### src/shared/adsq_regs.vh
/*
 * Register map, field positions, reset values and timing counts of the
 * converter sequencing and reference control block.
 * Assumes inclusion by bare name from the design files.
 */
`ifndef ADSQ_REGS_VH
`define ADSQ_REGS_VH

// Byte addresses on the APB bus
`define ADSQ_CTRL_A_ADDR 12'h000
`define ADSQ_CTRL_B_ADDR 12'h004
`define ADSQ_CTRL_C_ADDR 12'h008
`define ADSQ_BGR_ADDR 12'h00c
`define ADSQ_RES_LO_ADDR 12'h010
`define ADSQ_RES_HI_ADDR 12'h014
`define ADSQ_PIN_SEL_ADDR 12'h018
`define ADSQ_IRQ_ADDR 12'h01c

// Control register a fields
`define ADSQ_A_START 7
`define ADSQ_A_BUSY 6
`define ADSQ_A_PWR 5
`define ADSQ_A_ALIGN 4
// Control register c fields
`define ADSQ_C_AMP_EN 7
`define ADSQ_C_AMP_IS 4

// Reset values
`define ADSQ_RST_BYTE 8'h00

// Conversion timing in conversion clock periods
`define ADSQ_SAMPLE_PERIODS 5'h04
`define ADSQ_TOTAL_PERIODS 5'h10

`endif

### src/verilog/adsq_ctrl.v
/*
 * Converter sequencing and reference control: APB registers, start pulse
 * detection, 16-period conversion sequence, analog routing controls.
 * Assumes the analog core presents a 12-bit result on conv_data by the end
 * of the conversion; all signals on pclk, pins synchronised before this block.
 */
`timescale 1ns/100ps
`default_nettype none
`include "adsq_regs.vh"

module adsq_ctrl (
    input wire pclk,
    input wire presetn,
    input wire psel,
    input wire penable,
    input wire pwrite,
    input wire [11:0] paddr,
    input wire [31:0] pwdata,
    output reg [31:0] prdata_ff,
    output reg pready_ff,
    output reg pslverr_ff,
    input wire [11:0] conv_data,
    input wire irq_enable,
    output reg irq_ff,
    output reg conv_power_ff,
    output reg conv_sample_ff,
    output reg conv_active_ff,
    output reg [2:0] amp_gain_ff,
    output reg amp_enable_ff,
    output reg amp_input_bandgap_ff,
    output reg amp_ref_pin_connect_ff,
    output reg bandgap_enable_ff,
    output reg [1:0] ref_route_ff,
    output reg ext_ref_pin_connect_ff,
    output reg [8:0] ext_channel_onehot_ff,
    output reg [3:0] internal_source_ff,
    output reg [7:0] pin_analog_ff,
    output reg [7:0] pin_pullup_disable_ff,
    output reg [7:0] pin_dir_override_ff
);

    // Internal source codes toward the analog mux
    localparam [3:0] SRC_EXT = 4'h0;
    localparam [3:0] SRC_VDD = 4'h1;
    localparam [3:0] SRC_VDD2 = 4'h2;
    localparam [3:0] SRC_VDD4 = 4'h3;
    localparam [3:0] SRC_VR = 4'h5;
    localparam [3:0] SRC_VR2 = 4'h6;
    localparam [3:0] SRC_VR4 = 4'h7;
    localparam [3:0] SRC_GND = 4'h8;
    // Reference route codes
    localparam [1:0] REF_SUPPLY = 2'h0;
    localparam [1:0] REF_PIN = 2'h1;
    localparam [1:0] REF_AMP = 2'h2;
    // Gain codes toward the amplifier
    localparam [2:0] GAIN_1 = 3'h0;
    localparam [2:0] GAIN_1P667 = 3'h1;
    localparam [2:0] GAIN_2P5 = 3'h2;
    localparam [2:0] GAIN_3P333 = 3'h3;
    // Sequencer states
    localparam [1:0] ST_IDLE = 2'h0;
    localparam [1:0] ST_SAMPLE = 2'h1;
    localparam [1:0] ST_CONVERT = 2'h2;

    reg start_ff;
    reg pulse_high_ff;
    reg busy_ff;
    reg power_ff;
    reg align_ff;
    reg [3:0] chan_ff;
    reg [3:0] src_ff;
    reg [2:0] div_ff;
    reg amp_en_ff;
    reg amp_is_ff;
    reg [1:0] ref_sel_ff;
    reg [1:0] gain_sel_ff;
    reg bgr_ff;
    reg [7:0] res_lo_ff;
    reg [7:0] res_hi_ff;
    reg [7:0] pin_sel_ff;
    reg flag_ff;
    reg [1:0] state_ff;
    reg [4:0] period_ff;
    reg [7:0] nxt_lo;
    reg [7:0] nxt_hi;
    reg [7:0] rd_byte;
    reg rd_err;
    wire wr_en;
    wire acc;
    wire tick;
    wire launch;
    wire done;
    wire flag_clr;

    // External channel selected when source is 0000, 0100 or 11xx
    function is_external;
        input [3:0] code;
        begin
            is_external = (code == 4'h0) || (code == 4'h4) || (code[3:2] == 2'b11);
        end
    endfunction

    // One wait state: every access completes in its second access cycle
    assign acc = psel && penable;
    assign wr_en = acc && pwrite && !pready_ff;

    // Start bit pulse: a high then a low write launches, unless busy or powered down
    assign launch = start_ff == 1'b0 && pulse_high_ff && !busy_ff && power_ff;
    assign done = (state_ff == ST_CONVERT) && tick && (period_ff == `ADSQ_TOTAL_PERIODS - 5'h01);
    assign flag_clr = wr_en && (paddr == `ADSQ_IRQ_ADDR) && pwdata[0];

    adsq_clk_div u_div (
        .pclk(pclk),
        .presetn(presetn),
        .restart(launch),
        .div_sel(div_ff),
        .tick_ff(tick)
    );

    // Register writes and the start pulse tracker
    always @(posedge pclk or negedge presetn) begin
        if (!presetn) begin
            start_ff <= 1'b0;
            pulse_high_ff <= 1'b0;
            power_ff <= 1'b0;
            align_ff <= 1'b0;
            chan_ff <= 4'h0;
            src_ff <= 4'h0;
            div_ff <= 3'h0;
            amp_en_ff <= 1'b0;
            amp_is_ff <= 1'b0;
            ref_sel_ff <= 2'h0;
            gain_sel_ff <= 2'h0;
            bgr_ff <= 1'b0;
            pin_sel_ff <= `ADSQ_RST_BYTE;
        end else begin
            // The high phase is remembered until the low write completes it
            if (start_ff)
                pulse_high_ff <= 1'b1;
            else
                pulse_high_ff <= 1'b0;
            if (wr_en) begin
                case (paddr)
                    `ADSQ_CTRL_A_ADDR: begin
                        start_ff <= pwdata[`ADSQ_A_START];
                        power_ff <= pwdata[`ADSQ_A_PWR];
                        align_ff <= pwdata[`ADSQ_A_ALIGN];
                        chan_ff <= pwdata[3:0];
                    end
                    `ADSQ_CTRL_B_ADDR: begin
                        src_ff <= pwdata[7:4];
                        div_ff <= pwdata[2:0];
                    end
                    `ADSQ_CTRL_C_ADDR: begin
                        amp_en_ff <= pwdata[`ADSQ_C_AMP_EN];
                        amp_is_ff <= pwdata[`ADSQ_C_AMP_IS];
                        ref_sel_ff <= pwdata[3:2];
                        gain_sel_ff <= pwdata[1:0];
                    end
                    `ADSQ_BGR_ADDR: bgr_ff <= pwdata[0];
                    `ADSQ_PIN_SEL_ADDR: pin_sel_ff <= pwdata[7:0];
                    default: ;
                endcase
            end
        end
    end

    // Sequencer: four sample periods then twelve conversion periods
    always @(posedge pclk or negedge presetn) begin
        if (!presetn) begin
            state_ff <= ST_IDLE;
            period_ff <= 5'h00;
            busy_ff <= 1'b0;
        end else begin
            case (state_ff)
                ST_IDLE: begin
                    if (launch) begin
                        state_ff <= ST_SAMPLE;
                        period_ff <= 5'h00;
                        busy_ff <= 1'b1;
                    end
                end
                ST_SAMPLE: begin
                    if (tick) begin
                        period_ff <= period_ff + 5'h01;
                        if (period_ff == `ADSQ_SAMPLE_PERIODS - 5'h01)
                            state_ff <= ST_CONVERT;
                    end
                end
                ST_CONVERT: begin
                    if (done) begin
                        state_ff <= ST_IDLE;
                        busy_ff <= 1'b0;
                    end else if (tick) begin
                        period_ff <= period_ff + 5'h01;
                    end
                end
                default: begin
                    state_ff <= ST_IDLE;
                    busy_ff <= 1'b0;
                end
            endcase
            // Power removal aborts a conversion in flight; results kept
            if (!power_ff && state_ff != ST_IDLE) begin
                state_ff <= ST_IDLE;
                busy_ff <= 1'b0;
            end
        end
    end

    // Result formatting by the alignment bit
    always @* begin
        if (align_ff) begin
            nxt_hi = {4'h0, conv_data[11:8]};
            nxt_lo = conv_data[7:0];
        end else begin
            nxt_hi = conv_data[11:4];
            nxt_lo = {conv_data[3:0], 4'h0};
        end
    end

    // Results and completion flag; a set in the clear cycle wins
    always @(posedge pclk or negedge presetn) begin
        if (!presetn) begin
            res_lo_ff <= `ADSQ_RST_BYTE;
            res_hi_ff <= `ADSQ_RST_BYTE;
            flag_ff <= 1'b0;
            irq_ff <= 1'b0;
        end else begin
            if (done) begin
                res_lo_ff <= nxt_lo;
                res_hi_ff <= nxt_hi;
            end
            if (done)
                flag_ff <= 1'b1;
            else if (flag_clr)
                flag_ff <= 1'b0;
            irq_ff <= (flag_ff || done) && irq_enable && !(flag_clr && !done);
        end
    end

    // Read mux; unmapped addresses answer with an error
    always @* begin
        rd_byte = 8'h00;
        rd_err = 1'b0;
        case (paddr)
            `ADSQ_CTRL_A_ADDR: rd_byte = {start_ff, busy_ff, power_ff, align_ff, chan_ff};
            `ADSQ_CTRL_B_ADDR: rd_byte = {src_ff, 1'b0, div_ff};
            `ADSQ_CTRL_C_ADDR: rd_byte = {amp_en_ff, 2'b00, amp_is_ff, ref_sel_ff, gain_sel_ff};
            `ADSQ_BGR_ADDR: rd_byte = {7'h00, bgr_ff};
            `ADSQ_RES_LO_ADDR: rd_byte = res_lo_ff;
            `ADSQ_RES_HI_ADDR: rd_byte = res_hi_ff;
            `ADSQ_PIN_SEL_ADDR: rd_byte = pin_sel_ff;
            `ADSQ_IRQ_ADDR: rd_byte = {7'h00, flag_ff};
            default: rd_err = 1'b1;
        endcase
    end

    // APB answer registered: pready one cycle into the access phase
    always @(posedge pclk or negedge presetn) begin
        if (!presetn) begin
            pready_ff <= 1'b0;
            pslverr_ff <= 1'b0;
            prdata_ff <= 32'h0000_0000;
        end else begin
            pready_ff <= acc && !pready_ff;
            pslverr_ff <= acc && !pready_ff && rd_err;
            if (acc && !pready_ff && !pwrite)
                prdata_ff <= {24'h00_0000, rd_byte};
        end
    end

    // Analog routing controls toward the core, muxes and amplifier
    always @(posedge pclk or negedge presetn) begin
        if (!presetn) begin
            conv_power_ff <= 1'b0;
            conv_sample_ff <= 1'b0;
            conv_active_ff <= 1'b0;
            amp_gain_ff <= GAIN_1;
            amp_enable_ff <= 1'b0;
            amp_input_bandgap_ff <= 1'b0;
            amp_ref_pin_connect_ff <= 1'b0;
            bandgap_enable_ff <= 1'b0;
            ref_route_ff <= REF_SUPPLY;
            ext_ref_pin_connect_ff <= 1'b0;
            ext_channel_onehot_ff <= 9'h000;
            internal_source_ff <= SRC_EXT;
            pin_analog_ff <= 8'h00;
            pin_pullup_disable_ff <= 8'h00;
            pin_dir_override_ff <= 8'h00;
        end else begin
            conv_power_ff <= power_ff;
            conv_sample_ff <= state_ff == ST_SAMPLE;
            conv_active_ff <= busy_ff;
            case (gain_sel_ff)
                2'h0: amp_gain_ff <= GAIN_1;
                2'h1: amp_gain_ff <= GAIN_1P667;
                2'h2: amp_gain_ff <= GAIN_2P5;
                default: amp_gain_ff <= GAIN_3P333;
            endcase
            amp_enable_ff <= amp_en_ff;
            amp_input_bandgap_ff <= amp_is_ff;
            amp_ref_pin_connect_ff <= amp_en_ff && !amp_is_ff;
            bandgap_enable_ff <= bgr_ff;
            if (ref_sel_ff == 2'h0)
                ref_route_ff <= REF_SUPPLY;
            else if (ref_sel_ff == 2'h1)
                ref_route_ff <= REF_PIN;
            else
                ref_route_ff <= REF_AMP;
            ext_ref_pin_connect_ff <= ref_sel_ff == 2'h1;
            // Bit 8 is the floating, nonexistent channel
            if (is_external(src_ff)) begin
                ext_channel_onehot_ff <= chan_ff[3] ? 9'h100 : (9'h001 << chan_ff[2:0]);
                internal_source_ff <= SRC_EXT;
            end else begin
                ext_channel_onehot_ff <= 9'h000;
                case (src_ff)
                    4'h1: internal_source_ff <= SRC_VDD;
                    4'h2: internal_source_ff <= SRC_VDD2;
                    4'h3: internal_source_ff <= SRC_VDD4;
                    4'h5: internal_source_ff <= SRC_VR;
                    4'h6: internal_source_ff <= SRC_VR2;
                    4'h7: internal_source_ff <= SRC_VR4;
                    default: internal_source_ff <= SRC_GND;
                endcase
            end
            pin_analog_ff <= pin_sel_ff;
            pin_pullup_disable_ff <= pin_sel_ff;
            pin_dir_override_ff <= pin_sel_ff;
        end
    end

endmodule // adsq_ctrl

`default_nettype wire

### src/verilog/adsq_clk_div.v
/*
 * Conversion clock divider: one-cycle enable pulse every 2**sel pclk cycles.
 * Assumes a single pclk domain; restart clears the phase.
 */
`timescale 1ns/100ps
`default_nettype none

module adsq_clk_div (
    input wire pclk,
    input wire presetn,
    input wire restart,
    input wire [2:0] div_sel,
    output reg tick_ff
);

    reg [6:0] cnt_ff;
    wire [6:0] limit;

    // Terminal count is divisor minus one
    assign limit = (7'h01 << div_sel) - 7'h01;

    // Free counter; the restart cycle already counts as the first pclk of a
    // period, otherwise every conversion would run one pclk too long
    always @(posedge pclk or negedge presetn) begin
        if (!presetn) begin
            cnt_ff <= 7'h00;
            tick_ff <= 1'b0;
        end else if (restart) begin
            cnt_ff <= 7'h01;
            tick_ff <= (limit == 7'h00);
        end else if (cnt_ff >= limit) begin
            cnt_ff <= 7'h00;
            tick_ff <= 1'b1;
        end else begin
            cnt_ff <= cnt_ff + 7'h01;
            tick_ff <= 1'b0;
        end
    end

endmodule // adsq_clk_div

`default_nettype wire

### config.mk
export PLATFORM = sky130hd
export DESIGN_NAME = adsq_ctrl
export DESIGN_NICKNAME = d
export VERILOG_FILES = /design/src/verilog/adsq_ctrl.v /design/src/verilog/adsq_clk_div.v
export VERILOG_INCLUDE_DIRS = /design/src /design/src/shared
export SDC_FILE = /design/constraint.sdc
export NUM_CORES = 1
export LEC_CHECK = 0
export BUFFER_PORTS_ARGS = -buffer_cell sky130_fd_sc_hd__buf_2
export CAP_MARGIN = 20
export CORE_MARGIN = 4
export CORE_UTILIZATION = 39
export CTS_BUF_LIST = sky130_fd_sc_hd__clkbuf_16
export DETAILED_ROUTE_END_ITERATION = 10
export PLACE_DENSITY = 0.7
export SLEW_MARGIN = 20
export SYNTH_ARGS = -nofsm -noshare
export SYNTH_HDL_FRONTEND = slang
export SYNTH_SLANG_ARGS = --single-unit
### constraint.sdc
create_clock -name pclk -period 5.43 [get_ports pclk]
set_input_delay 0.2715 -clock pclk [delete_from_list [all_inputs] [get_ports pclk]]
set_output_delay 0.2715 -clock pclk [all_outputs]
set_load 0.02 [all_outputs]
# After elaboration in Yosys (flattened, before gate mapping)
# Index checks and enable logic that the tools add are counted.
word_totals:
  regBits: 108
  out_inout_bits: 85
  word_cells: 152
classes:
  addsub: 3
  n_lt_le_gt_ge: 1
  n_eq_ne: 29
  n_shift: 2
  muxes: 32
  bitwise: 1
  reduce_logical: 46
ops:
  columns: ["op", "count"]
  rows:
  - ["$pmux 8 s8", 1]
  - ["$eq 12x5->1 const B", 4]
  - ["$eq 12x4->1 const B", 2]
  - ["$pmux 4 s6", 1]
  - ["$logic_and 1x1->1", 18]
  - ["$mux 9", 2]
  - ["$eq 4x3->1 const B", 4]
  - ["$mux 8", 2]
  - ["$mux 5", 3]
  - ["$pmux 5 s3", 1]
  - ["$mux 2", 7]
  - ["$mux 7", 2]
  - ["$eq 12x3->1 const B", 1]
  - ["$logic_not 12->1", 1]
  - ["$pmux 2 s3", 2]
  - ["$reduce_and 2->1", 5]
  - ["$mux 1", 9]
  - ["$shl 1x3->9 const A", 1]
  - ["$eq 4x2->1 const B", 2]
  - ["$reduce_or 8->1", 1]
  - ["$add 7x1->7 const B", 1]
  - ["$ge 7x7->1", 1]
  - ["$logic_not 1->1", 7]
  - ["$logic_not 7->1", 1]
  - ["21 further kinds", 35]

# Logic depth before layout (Yosys ltp)
# Gate-level depths: netlist of the first run.
logic_depth:
  ltp_word: 8
  depth_mapped: 8
  ltp_nobuf: 7

# By module
# A second synthesis of the first run with hierarchy kept.
hier_totals:
  cells_unflattened: 436
  area_unflattened_um2: 5023.6
modules_own_cells:
  columns: ["mod", "instances", "cells_per_inst", "area_each_um2"]
  rows:
  - ["adsq_ctrl", 1, 381, 4511.8]
  - ["adsq_clk_div", 1, 55, 511.7]

# Least setup slack after synthesis of the first run
# No wires, ideal clock.
synth_timing:
  path_kind: "reg2reg"
  start: "register period_ff[0]"
  end: "register period_ff[0]"
  arrival_time_ps: 1859
  required_ps: 5305
  slack_ps: 3446
  stages_incl_launch_ff: 8
  path_buffers: 0
  path_cell_list: "dfrtp_1 > ha_1 > and3_1 > ha_1 > and3_1 > nor4b_1 > nor2_1 > mux2_2"
synth_via:
  elab_chain_cells: 4
  elab_cells_between_ends: 8
  cone_classes: "1 x add/sub; 2 x eq/ne; 3 x mux; 2 x reduce/logical"
synth_rtl:
  columns: ["item", "line", "text"]
  rows:
  - ["from (decl)", "adsq_ctrl.v:83", "reg [4:0] period_ff;"]
  - ["from (signal assigned)", "adsq_ctrl.v:185", "period_ff <= period_ff + 5'h01;"]
  - ["from (signal assigned)", "adsq_ctrl.v:195", "period_ff <= period_ff + 5'h01;"]
  - ["$add 5x1->5 or $eq 5x4->1 (tied branches)", "adsq_ctrl.v:185, adsq_ctrl.v:195, adsq_ctrl.v:109", null]
  - ["$mux 5 or $logic_and 1x1->1 (tied branches)", "adsq_ctrl.v:184, adsq_ctrl.v:194, adsq_ctrl.v:109", null]
  - ["$mux 5 or $ne 2x2->1 (tied branches)", null, null]
  - ["$pmux 5 s3 or $reduce_and 3->1 (tied branches)", null, null]
# Several ways; a longest one is shown, not always the timed one. The select of a mux whose other input is x is not followed.
# A chain may end at the register's enable or synchronous reset.

# Worst setup path in the final report of the first run
# Ends and elaborated chain as after synthesis.

==> results of run 1 <==
-- how the worst max path moves through the flow --
stage                                   startpoint                       end  cells after the start
after global routing      period_ff[0]$_DFFE_PN0P_  period_ff[0]$_DFFE_PN0P_                      7
after detailed placement  period_ff[0]$_DFFE_PN0P_  period_ff[0]$_DFFE_PN0P_                      7
after global placement    period_ff[0]$_DFFE_PN0P_  period_ff[0]$_DFFE_PN0P_                      7
after floorplan           period_ff[0]$_DFFE_PN0P_  period_ff[0]$_DFFE_PN0P_                      7
final                     period_ff[0]$_DFFE_PN0P_  period_ff[0]$_DFFE_PN0P_                      7
after CTS                 period_ff[0]$_DFFE_PN0P_  period_ff[0]$_DFFE_PN0P_                      7
-- registers in the layout, indices dropped and copies added, names as in the netlist, 2 cells and up --
signal and flops:
chan_ff 4, gain_sel_ff 2, res_hi_ff 8, pin_dir_override_ff 8
ref_route_ff 2, div_ff 3, pin_sel_ff 8, res_lo_ff 8
ext_channel_onehot_ff 9, amp_gain_ff 2, src_ff 4, state_ff 2
u_div.cnt_ff 7, period_ff 5, ref_sel_ff 2, prdata_ff 8
internal_source_ff 4
-- area by class of cell --
cell class              count  area [um^2]  share of cell area, %
clock buffers               9          225                   3.92
clock inverters             7         85.1                   1.48
inverters                   9         33.8                  0.588
multi-input cells         274         2030                   35.3
flip-flops and latches    106         2650                   46.2
well taps                 172          215                   3.75
repair buffers             99          505                   8.80
-- synth_stat cells, types with 2 or more instances --
| library cell | instances | area share [%] |
|---|---|---|
| sky130_fd_sc_hd__buf_2 | 3 | 0.30 |
| sky130_fd_sc_hd__a22oi_1 | 6 | 0.90 |
| sky130_fd_sc_hd__mux4_2 | 6 | 2.7 |
| sky130_fd_sc_hd__xnor2_1 | 4 | 0.70 |
| sky130_fd_sc_hd__nor2_1 | 17 | 1.3 |
| sky130_fd_sc_hd__nor2b_1 | 7 | 0.87 |
| sky130_fd_sc_hd__mux2_2 | 24 | 5.4 |
| sky130_fd_sc_hd__nor3b_1 | 6 | 0.90 |
| sky130_fd_sc_hd__xor2_1 | 2 | 0.35 |
| sky130_fd_sc_hd__buf_4 | 42 | 6.3 |
| sky130_fd_sc_hd__and2_1 | 2 | 0.25 |
| sky130_fd_sc_hd__a21oi_1 | 8 | 0.80 |
| sky130_fd_sc_hd__nand2_1 | 36 | 2.7 |
| sky130_fd_sc_hd__or3_1 | 3 | 0.37 |
| sky130_fd_sc_hd__and3_1 | 3 | 0.37 |
| sky130_fd_sc_hd__mux2i_1 | 17 | 3.4 |
| sky130_fd_sc_hd__a22o_1 | 3 | 0.52 |
| sky130_fd_sc_hd__o21ai_0 | 20 | 2.0 |
| sky130_fd_sc_hd__dfrtp_1 | 106 | 53 |
| sky130_fd_sc_hd__nand3_1 | 10 | 1.0 |
| sky130_fd_sc_hd__ha_1 | 13 | 3.2 |
| sky130_fd_sc_hd__clkbuf_1 | 13 | 0.97 |
| sky130_fd_sc_hd__nand3b_1 | 5 | 0.75 |
| sky130_fd_sc_hd__nand2b_1 | 3 | 0.37 |
| sky130_fd_sc_hd__nor4_1 | 2 | 0.25 |
| sky130_fd_sc_hd__inv_1 | 9 | 0.67 |
| sky130_fd_sc_hd__mux2_4 | 7 | 2.1 |
| sky130_fd_sc_hd__nor3_1 | 11 | 1.1 |
| sky130_fd_sc_hd__and3b_1 | 2 | 0.35 |
| sky130_fd_sc_hd__o31ai_1 | 3 | 0.45 |
| sky130_fd_sc_hd__o22a_1 | 2 | 0.35 |
| sky130_fd_sc_hd__nand4_1 | 4 | 0.50 |
| sky130_fd_sc_hd__and4_1 | 2 | 0.35 |
| sky130_fd_sc_hd__a211oi_1 | 3 | 0.45 |
-- cell families (layout without fill, tap and decap cells) --
logic type      count (synthesis)  after routing  share of synthesized area (%)
simple gates                  124            124                           13.9
flops                         106            106                           52.9
buf+inv                        69            124                           8.53
mux                            54             54                           13.6
compound gates                 52             52                           6.73
fa+ha+maj                      13             13                           3.24
xor+xnor                        6              6                           1.05
other cells                     1             25                         0.0747
-- critical path, cell delays in order (launching register included) --
cell,delay [ns]
sky130_fd_sc_hd__dfrtp_1,0.41
sky130_fd_sc_hd__ha_1,0.24
sky130_fd_sc_hd__and3_1,0.15
sky130_fd_sc_hd__ha_1,0.20
sky130_fd_sc_hd__and3_1,0.32
sky130_fd_sc_hd__nor4b_1,0.56
sky130_fd_sc_hd__nor2_1,0.14
sky130_fd_sc_hd__mux2_2,0.29
-- stage by stage --
step | setup slack [ns] | total power [W] | cells | utilization, %
2_1_floorplan | 3.45 | 0.000996 | 449 | -
4_1_cts | 3.00 | 0.00173 | 676 | 45.5
3_3_place_gp | 3.10 | 0.00104 | 659 | 43.0
5_1_grt | 2.81 | 0.00179 | 676 | 45.5
3_5_place_dp | 3.02 | 0.00106 | 659 | 43.0
6_report | 3.00 | 0.00172 | 676 | 45.5
-- layout by cell type, fill, tap and decap left out, types with 4 or more instances in the layout --
cell type	netlist	final
sky130_fd_sc_hd__a21oi_1	8	8
sky130_fd_sc_hd__a22oi_1	6	6
sky130_fd_sc_hd__buf_2	3	96
sky130_fd_sc_hd__clkbuf_16	0	9
sky130_fd_sc_hd__conb_1	1	25
sky130_fd_sc_hd__dfrtp_1	106	106
sky130_fd_sc_hd__ha_1	13	13
sky130_fd_sc_hd__inv_1	9	10
sky130_fd_sc_hd__mux2_2	24	24
sky130_fd_sc_hd__mux2_4	7	7
sky130_fd_sc_hd__mux2i_1	17	17
sky130_fd_sc_hd__mux4_2	6	6
sky130_fd_sc_hd__nand2_1	36	36
sky130_fd_sc_hd__nand3_1	10	10
sky130_fd_sc_hd__nand3b_1	5	5
sky130_fd_sc_hd__nand4_1	4	4
sky130_fd_sc_hd__nor2_1	17	17
sky130_fd_sc_hd__nor2b_1	7	7
sky130_fd_sc_hd__nor3_1	11	11
sky130_fd_sc_hd__nor3b_1	6	6
sky130_fd_sc_hd__o21ai_0	20	20
sky130_fd_sc_hd__xnor2_1	4	4
-- per-layer routing --
metal	global-route usage (%)	part of all wire, %	up-vias
li1	-	-	1574
met1	17.6	42	1604
met2	24.0	49	98
met3	3.64	6.5	29
met4	7.21	2.7	6
met5	0	0.28	-
-- what timing repair did --
item,4_1_cts,5_1_grt
endpoints found under the hold margin,48,0
hold buffers,1,0
endpoints found under the setup margin,0,0
-- where the power goes --
group	switching [W]	total, W	internal [W]	leakage [nW]
Combinational	0.000126	0.000205	0.0000782	1.39
Clock	0.000278	0.000677	0.000399	0.156
Sequential	0.0000197	0.000836	0.000816	1.37
==> results.md, run 1 <==
| Metric | Reported |
|:---|:---|
| Maximum fanout along the worst path | 13 |
| FFs w/ async S/R, synth | 100% |
| Proportion of synthesized chip area in sequential cells | 52.9% |
| Post_cts resized | 0 |
| Core footprint | 0.0126 mm^2 |
| Critical path class | reg -> reg |
| Synthesis Warnings | 0 |
| RR Endpoint | period_ff[0]$_DFFE_PN0P_ |
| Post-route DRC violation count | 0 |
| Hold depth | 2 |
| Final weighted congestion in routability-driven placement | 0.796 |
| Endpoint kind of the worst setup timing path | flip-flop |
| Count of pins on the block boundary | 147 |
| HPWL after DPL | 7800 um |
| Max H-tree Level | 3 |
| Die span in x | 121 um |
| Starting density of the core | 39.8% |
| Per-cell routed wire length | 15.3 um |
| Post-synthesis instance area | 0.00502 mm^2 |
| Root buffer selected by CTS | sky130_fd_sc_hd__clkbuf_16 |
| Outcome | completed |
| Worst Skew | 0.00607 ns |
| Transition at the pin with the smallest max-transition slack | 0.786 ns |
| Initial antenna violation count | 3 |
| Worst hold path class | in -> reg |
| Avg Synthesized Cell Area | 11.8 um^2 |
| Number of rows in the core area | 41 |
| Crit path required time | 5.66 ns |
| Worst hold start | irq_enable |
| Area growth, synth to finish | 14.5% |
| Tmin final | 2.43 ns |
| Antenna viol nets, final | 0 |
| Layout cell share with drive strength beyond 1 | 31.0% |
| Count of endpoints failing setup in the final report | 0 |
| Post-synthesis cell count | 425 |
| # fillers | 1187 |
| Die span in y | 121 um |
| Hold WS | 0.133 ns |
| Maximum buffer depth of the clock tree | 2 |
| Global-route wire length before repair | 16700 um |
| Clock sink total | 106 |
| LEAKAGE | 2.91 nW |
| Aggregate global routing overflow | 0 |
| Largest voltage drop on the vdd net | 0.000156 V |
| Total cell area at the placement stage | 0.00542 mm^2 |
| Worst EP arrival | 2.67 ns |
| TritonCTS clock tree | built |
| Max-Slew Margin vs Limit | 47.5% |
| Number of failing hold endpoints at the final stage | 0 |
| Port Buffers | 97 |
| TritonRoute pass-1 iters | 4 |
| Upper clock frequency limit | 411 MHz |
| Number of inserted diodes | 0 |
| Routed vias | 3311 |
| First-iteration detailed-routing DRC count | 250 |
| Post-CTS repair timing setup buffer count | 0 |
| Largest net degree at the start of global routing | 59 |
| Total CTS buffers | 9 |
| Skew-Pair Late Insertion Delay | 0.35 ns |
| Dominant synthesized flop cell | sky130_fd_sc_hd__dfrtp_1 |
| Count of flip-flops with a built-in enable after synthesis | 0 |
| Number of vias per cell after detailed routing | 4.90 |
| # Max-Cap Violations | 0 |
| Length in cells of the worst reg-to-reg path | 7 |
| Final number of max-transition violations | 0 |
| Endpoint of the worst hold path | irq_ff$_DFF_PN0_ |
| Gr usage total | 14.5% |
| RSZ-0062 raised after global routing | false |
| Die area | 0.0147 mm^2 |
| Startpoint kind of the worst setup timing path | flip-flop |
| Number of nets in the layout | 574 |
| Setup TNS | 0 ns |
| Overall routed net length | 10300 um |
| Synthesis-stage register bit count | 106 |
| Period utilisation layout | 44.8% |
| Startpoint of the lowest-slack register-to-register path | period_ff[0]$_DFFE_PN0P_ |
| Number of distinct standard cells referenced by the synthesized netlist | 55 |
| Clock slew seen by the registers of the worst setup and hold paths | 0.07 ns |
| Pwr/cell area | 299 mW/mm^2 |
| Finished layout cell area | 0.00574 mm^2 |
| Vias in the first global route | 3250 |
| Slack of the worst reg-to-reg path | 3.00 ns |
Power figures use the tool's default switching activity.
==> inputs of run 2 (changes only) <==
- PLACE_DENSITY: 0.7 -> 0.72
- clock period: 5.43 -> 2 ns (I/O delays scaled with it)
==> run 2 against run 1 <==
Net effect: final cell count up 4.0%; total power rose to 2.8 times the previous value; worst hold slack got worse by 0.12 ns; utilization rose by 2.6 points; sequential power grew to 2.7 times the previous value; design area grew 5.8%; setup slack worse by 3.0 ns; critical endpoint is now u_div.cnt_ff[0]$_DFF_PN0_; first-iteration DRC count down 29%; clock-buffer cell count stayed put; combinational power grew to 3.1 times the previous value; the run now ends with negative setup slack left.
==> results.md, run 2 (synthesis gave the netlist of run 1 again) <==
| Metric | Reported |
|:---|:---|
| LEAKAGE | 3.07 nW |
| Largest net degree at the start of global routing | 50 |
| Antenna viol nets, final | 0 |
| TritonRoute pass-1 iters | 4 |
| Clock sink total | 106 |
| Core footprint | 0.0126 mm^2 |
| Port Buffers | 97 |
| Vias in the first global route | 3555 |
| Crit path required time | 2.25 ns |
| Total instance count after detailed placement | 681 |
| Startpoint kind of the worst setup timing path | flip-flop |
| Total CTS buffers | 9 |
| Startpoint of the lowest-slack register-to-register path | div_ff[1]$_DFFE_PN0P_ |
| Skew-Pair Late Insertion Delay | 0.34 ns |
| Period utilisation layout | 100% |
| Layout cell share with drive strength beyond 1 | 36.0% |
| Failing checks | negative setup slack |
| First-iteration detailed-routing DRC count | 177 |
| TritonCTS clock tree | built |
| Maximum fanout along the worst path | 8 |
| Upper clock frequency limit | 499 MHz |
| Number of failing hold endpoints at the final stage | 0 |
| Post-route DRC violation count | 0 |
| Count of endpoints failing setup in the final report | 1 |
| # Max-Cap Violations | 0 |
| Worst setup slack after layout | -0.00305 ns |
| Starting density of the core | 39.8% |
| Worst hold start | conv_data[11] |
| Pwr/cell area | 800 mW/mm^2 |
| Critical path class | reg -> reg |
| Maximum buffer depth of the clock tree | 2 |
| Count of pins on the block boundary | 147 |
| Area growth, synth to finish | 21.1% |
| HPWL after DPL | 8400 um |
| Number of flip-flops under the largest register name | 9 |
| Total power after layout | 0.00486 W |
| Number of vias per cell after detailed routing | 4.94 |
| Reg with most FFs | ext_channel_onehot_ff |
| Final core utilization | 48.2% |
| Worst setup path startpoint | div_ff[1]$_DFFE_PN0P_ |
| Maximum cell stage delay along the critical path | 0.50 ns |
| Slack of the worst reg-to-reg path | -0.003 ns |
| Per-cell routed wire length | 16.0 um |
| Die span in x | 121 um |
| Max H-tree Level | 3 |
| Initial antenna violation count | 3 |
| Outcome | finished, violations left |
| Cell class contributing the biggest share of worst-path delay | compound AO/OA/AOI/OAI gates |
| Slowest CP cell | sky130_fd_sc_hd__o41a_1 |
| Commonest cells after routing, fill and taps aside | sky130_fd_sc_hd__dfrtp_1 (103), sky130_fd_sc_hd__buf_2 (96), sky130_fd_sc_hd__nand2_1 (36) |
| Max-Slew Margin vs Limit | 61.6% |
| Worst hold path class | in -> reg |
| Worst Skew | 0.00637 ns |
| Transition at the pin with the smallest max-transition slack | 0.576 ns |
| Number of rows in the core area | 41 |
| Final number of max-transition violations | 0 |
| Count of buffer and inverter cells on the critical path | 1 |
| Clock slew seen by the registers of the worst setup and hold paths | 0.07 ns |
| Aggregate global routing overflow | 0 |
| Worst EP arrival | 2.25 ns |
| Largest voltage drop on the vdd net | 0.000415 V |
| Die span in y | 121 um |
| Cells along the critical path | nor3_4 -> inv_1 -> ha_1 -> nor2_1 -> a21oi_1 -> o41a_1 -> o31ai_1 |
| Most common cell after layout, fill and taps aside | sky130_fd_sc_hd__dfrtp_1 |
| Endpoint kind of the worst setup timing path | flip-flop |
| Tmin final | 2.00 ns |
| Global-route wire length before repair | 17600 um |
| Final std cells w/o fill | 703 |
| Number of inserted diodes | 0 |
| Gr usage total | 15.3% |
| Number of nets in the layout | 601 |
| Routed vias | 3473 |
| Overall routed net length | 11200 um |
| RSZ-0062 raised after global routing | true |
| Die area | 0.0147 mm^2 |
| Final weighted congestion in routability-driven placement | 0.778 |
| Root buffer selected by CTS | sky130_fd_sc_hd__clkbuf_16 |
## run 2: final cells by class
cell class	count	area [um^2]
clock buffer	9	225
clock inverter	7	109
fill	1158	6540
inverter	9	33.8
multi-input combinational	274	2090
sequential	106	2660
tap	172	215
timing repair buffer	126	744
## run 2: path summary, 6_finish.rpt
| check | to | depth (start not counted) |
|---|---|---|
| max in group asynchronous | div_ff[0]$_DFFE_PN0P_ | 3 |
| worst max register to register | u_div.cnt_ff[0]$_DFF_PN0_ | 7 |
| worst min-delay path | res_hi_ff[7]$_DFFE_PN0P_ | 3 |
| min in group asynchronous | pin_dir_override_ff[6]$_DFF_PN0_ | 2 |
| worst min register to register | pin_dir_override_ff[3]$_DFF_PN0_ | 0 |
| worst max-delay path | u_div.cnt_ff[0]$_DFF_PN0_ | 7 |
## run 2: where the power goes
| part | switching (W) | total [W] | internal, W |
|---|---|---|---|
| combinational | 0.000376 | 0.000645 | 0.000269 |
| clock | 0.000746 | 0.00196 | 0.00121 |
| sequential | 0.0000477 | 0.00226 | 0.00222 |
## run 2: what timing repair did
item,4_1_cts,5_1_grt
pin swaps,0,12
gates resized for setup,2,15
endpoints found under the hold margin,44,0
hold buffers,4,0
setup buffers,0,2
endpoints found under the setup margin,2,11
## run 2: routing by layer
layer / GRT usage [%] / up-vias / wire length (um)
met5: 0 / - / 37
met4: 6.72 / 6 / 277
met1: 18.2 / 1706 / 4570
met2: 25.6 / 99 / 5670
li1: - / 1639 / -
met3: 4.57 / 23 / 686
## run 2: tightest hold or removal path, stage by stage
cell,delay [ns]
sky130_fd_sc_hd__buf_2,0.09
sky130_fd_sc_hd__nand3b_1,0.07
sky130_fd_sc_hd__nand2_1,0.06
## run 2: metrics by stage
stage | setup WS, ns | TNS, ns | hold slack, ns | area, um^2
3_5_place_dp | -0.0605 | -0.0605 | 0.129 | 5610
6_report | -0.00305 | -0.00305 | 0.0113 | 6080
3_3_place_gp | 0.0333 | 0 | 0.120 | 5610
2_1_floorplan | 0.0162 | 0 | -0.196 | 5110
4_1_cts | 0.00952 | 0 | 0.00148 | 6000
5_1_grt | -0.118 | -0.442 | 0.0175 | 6080
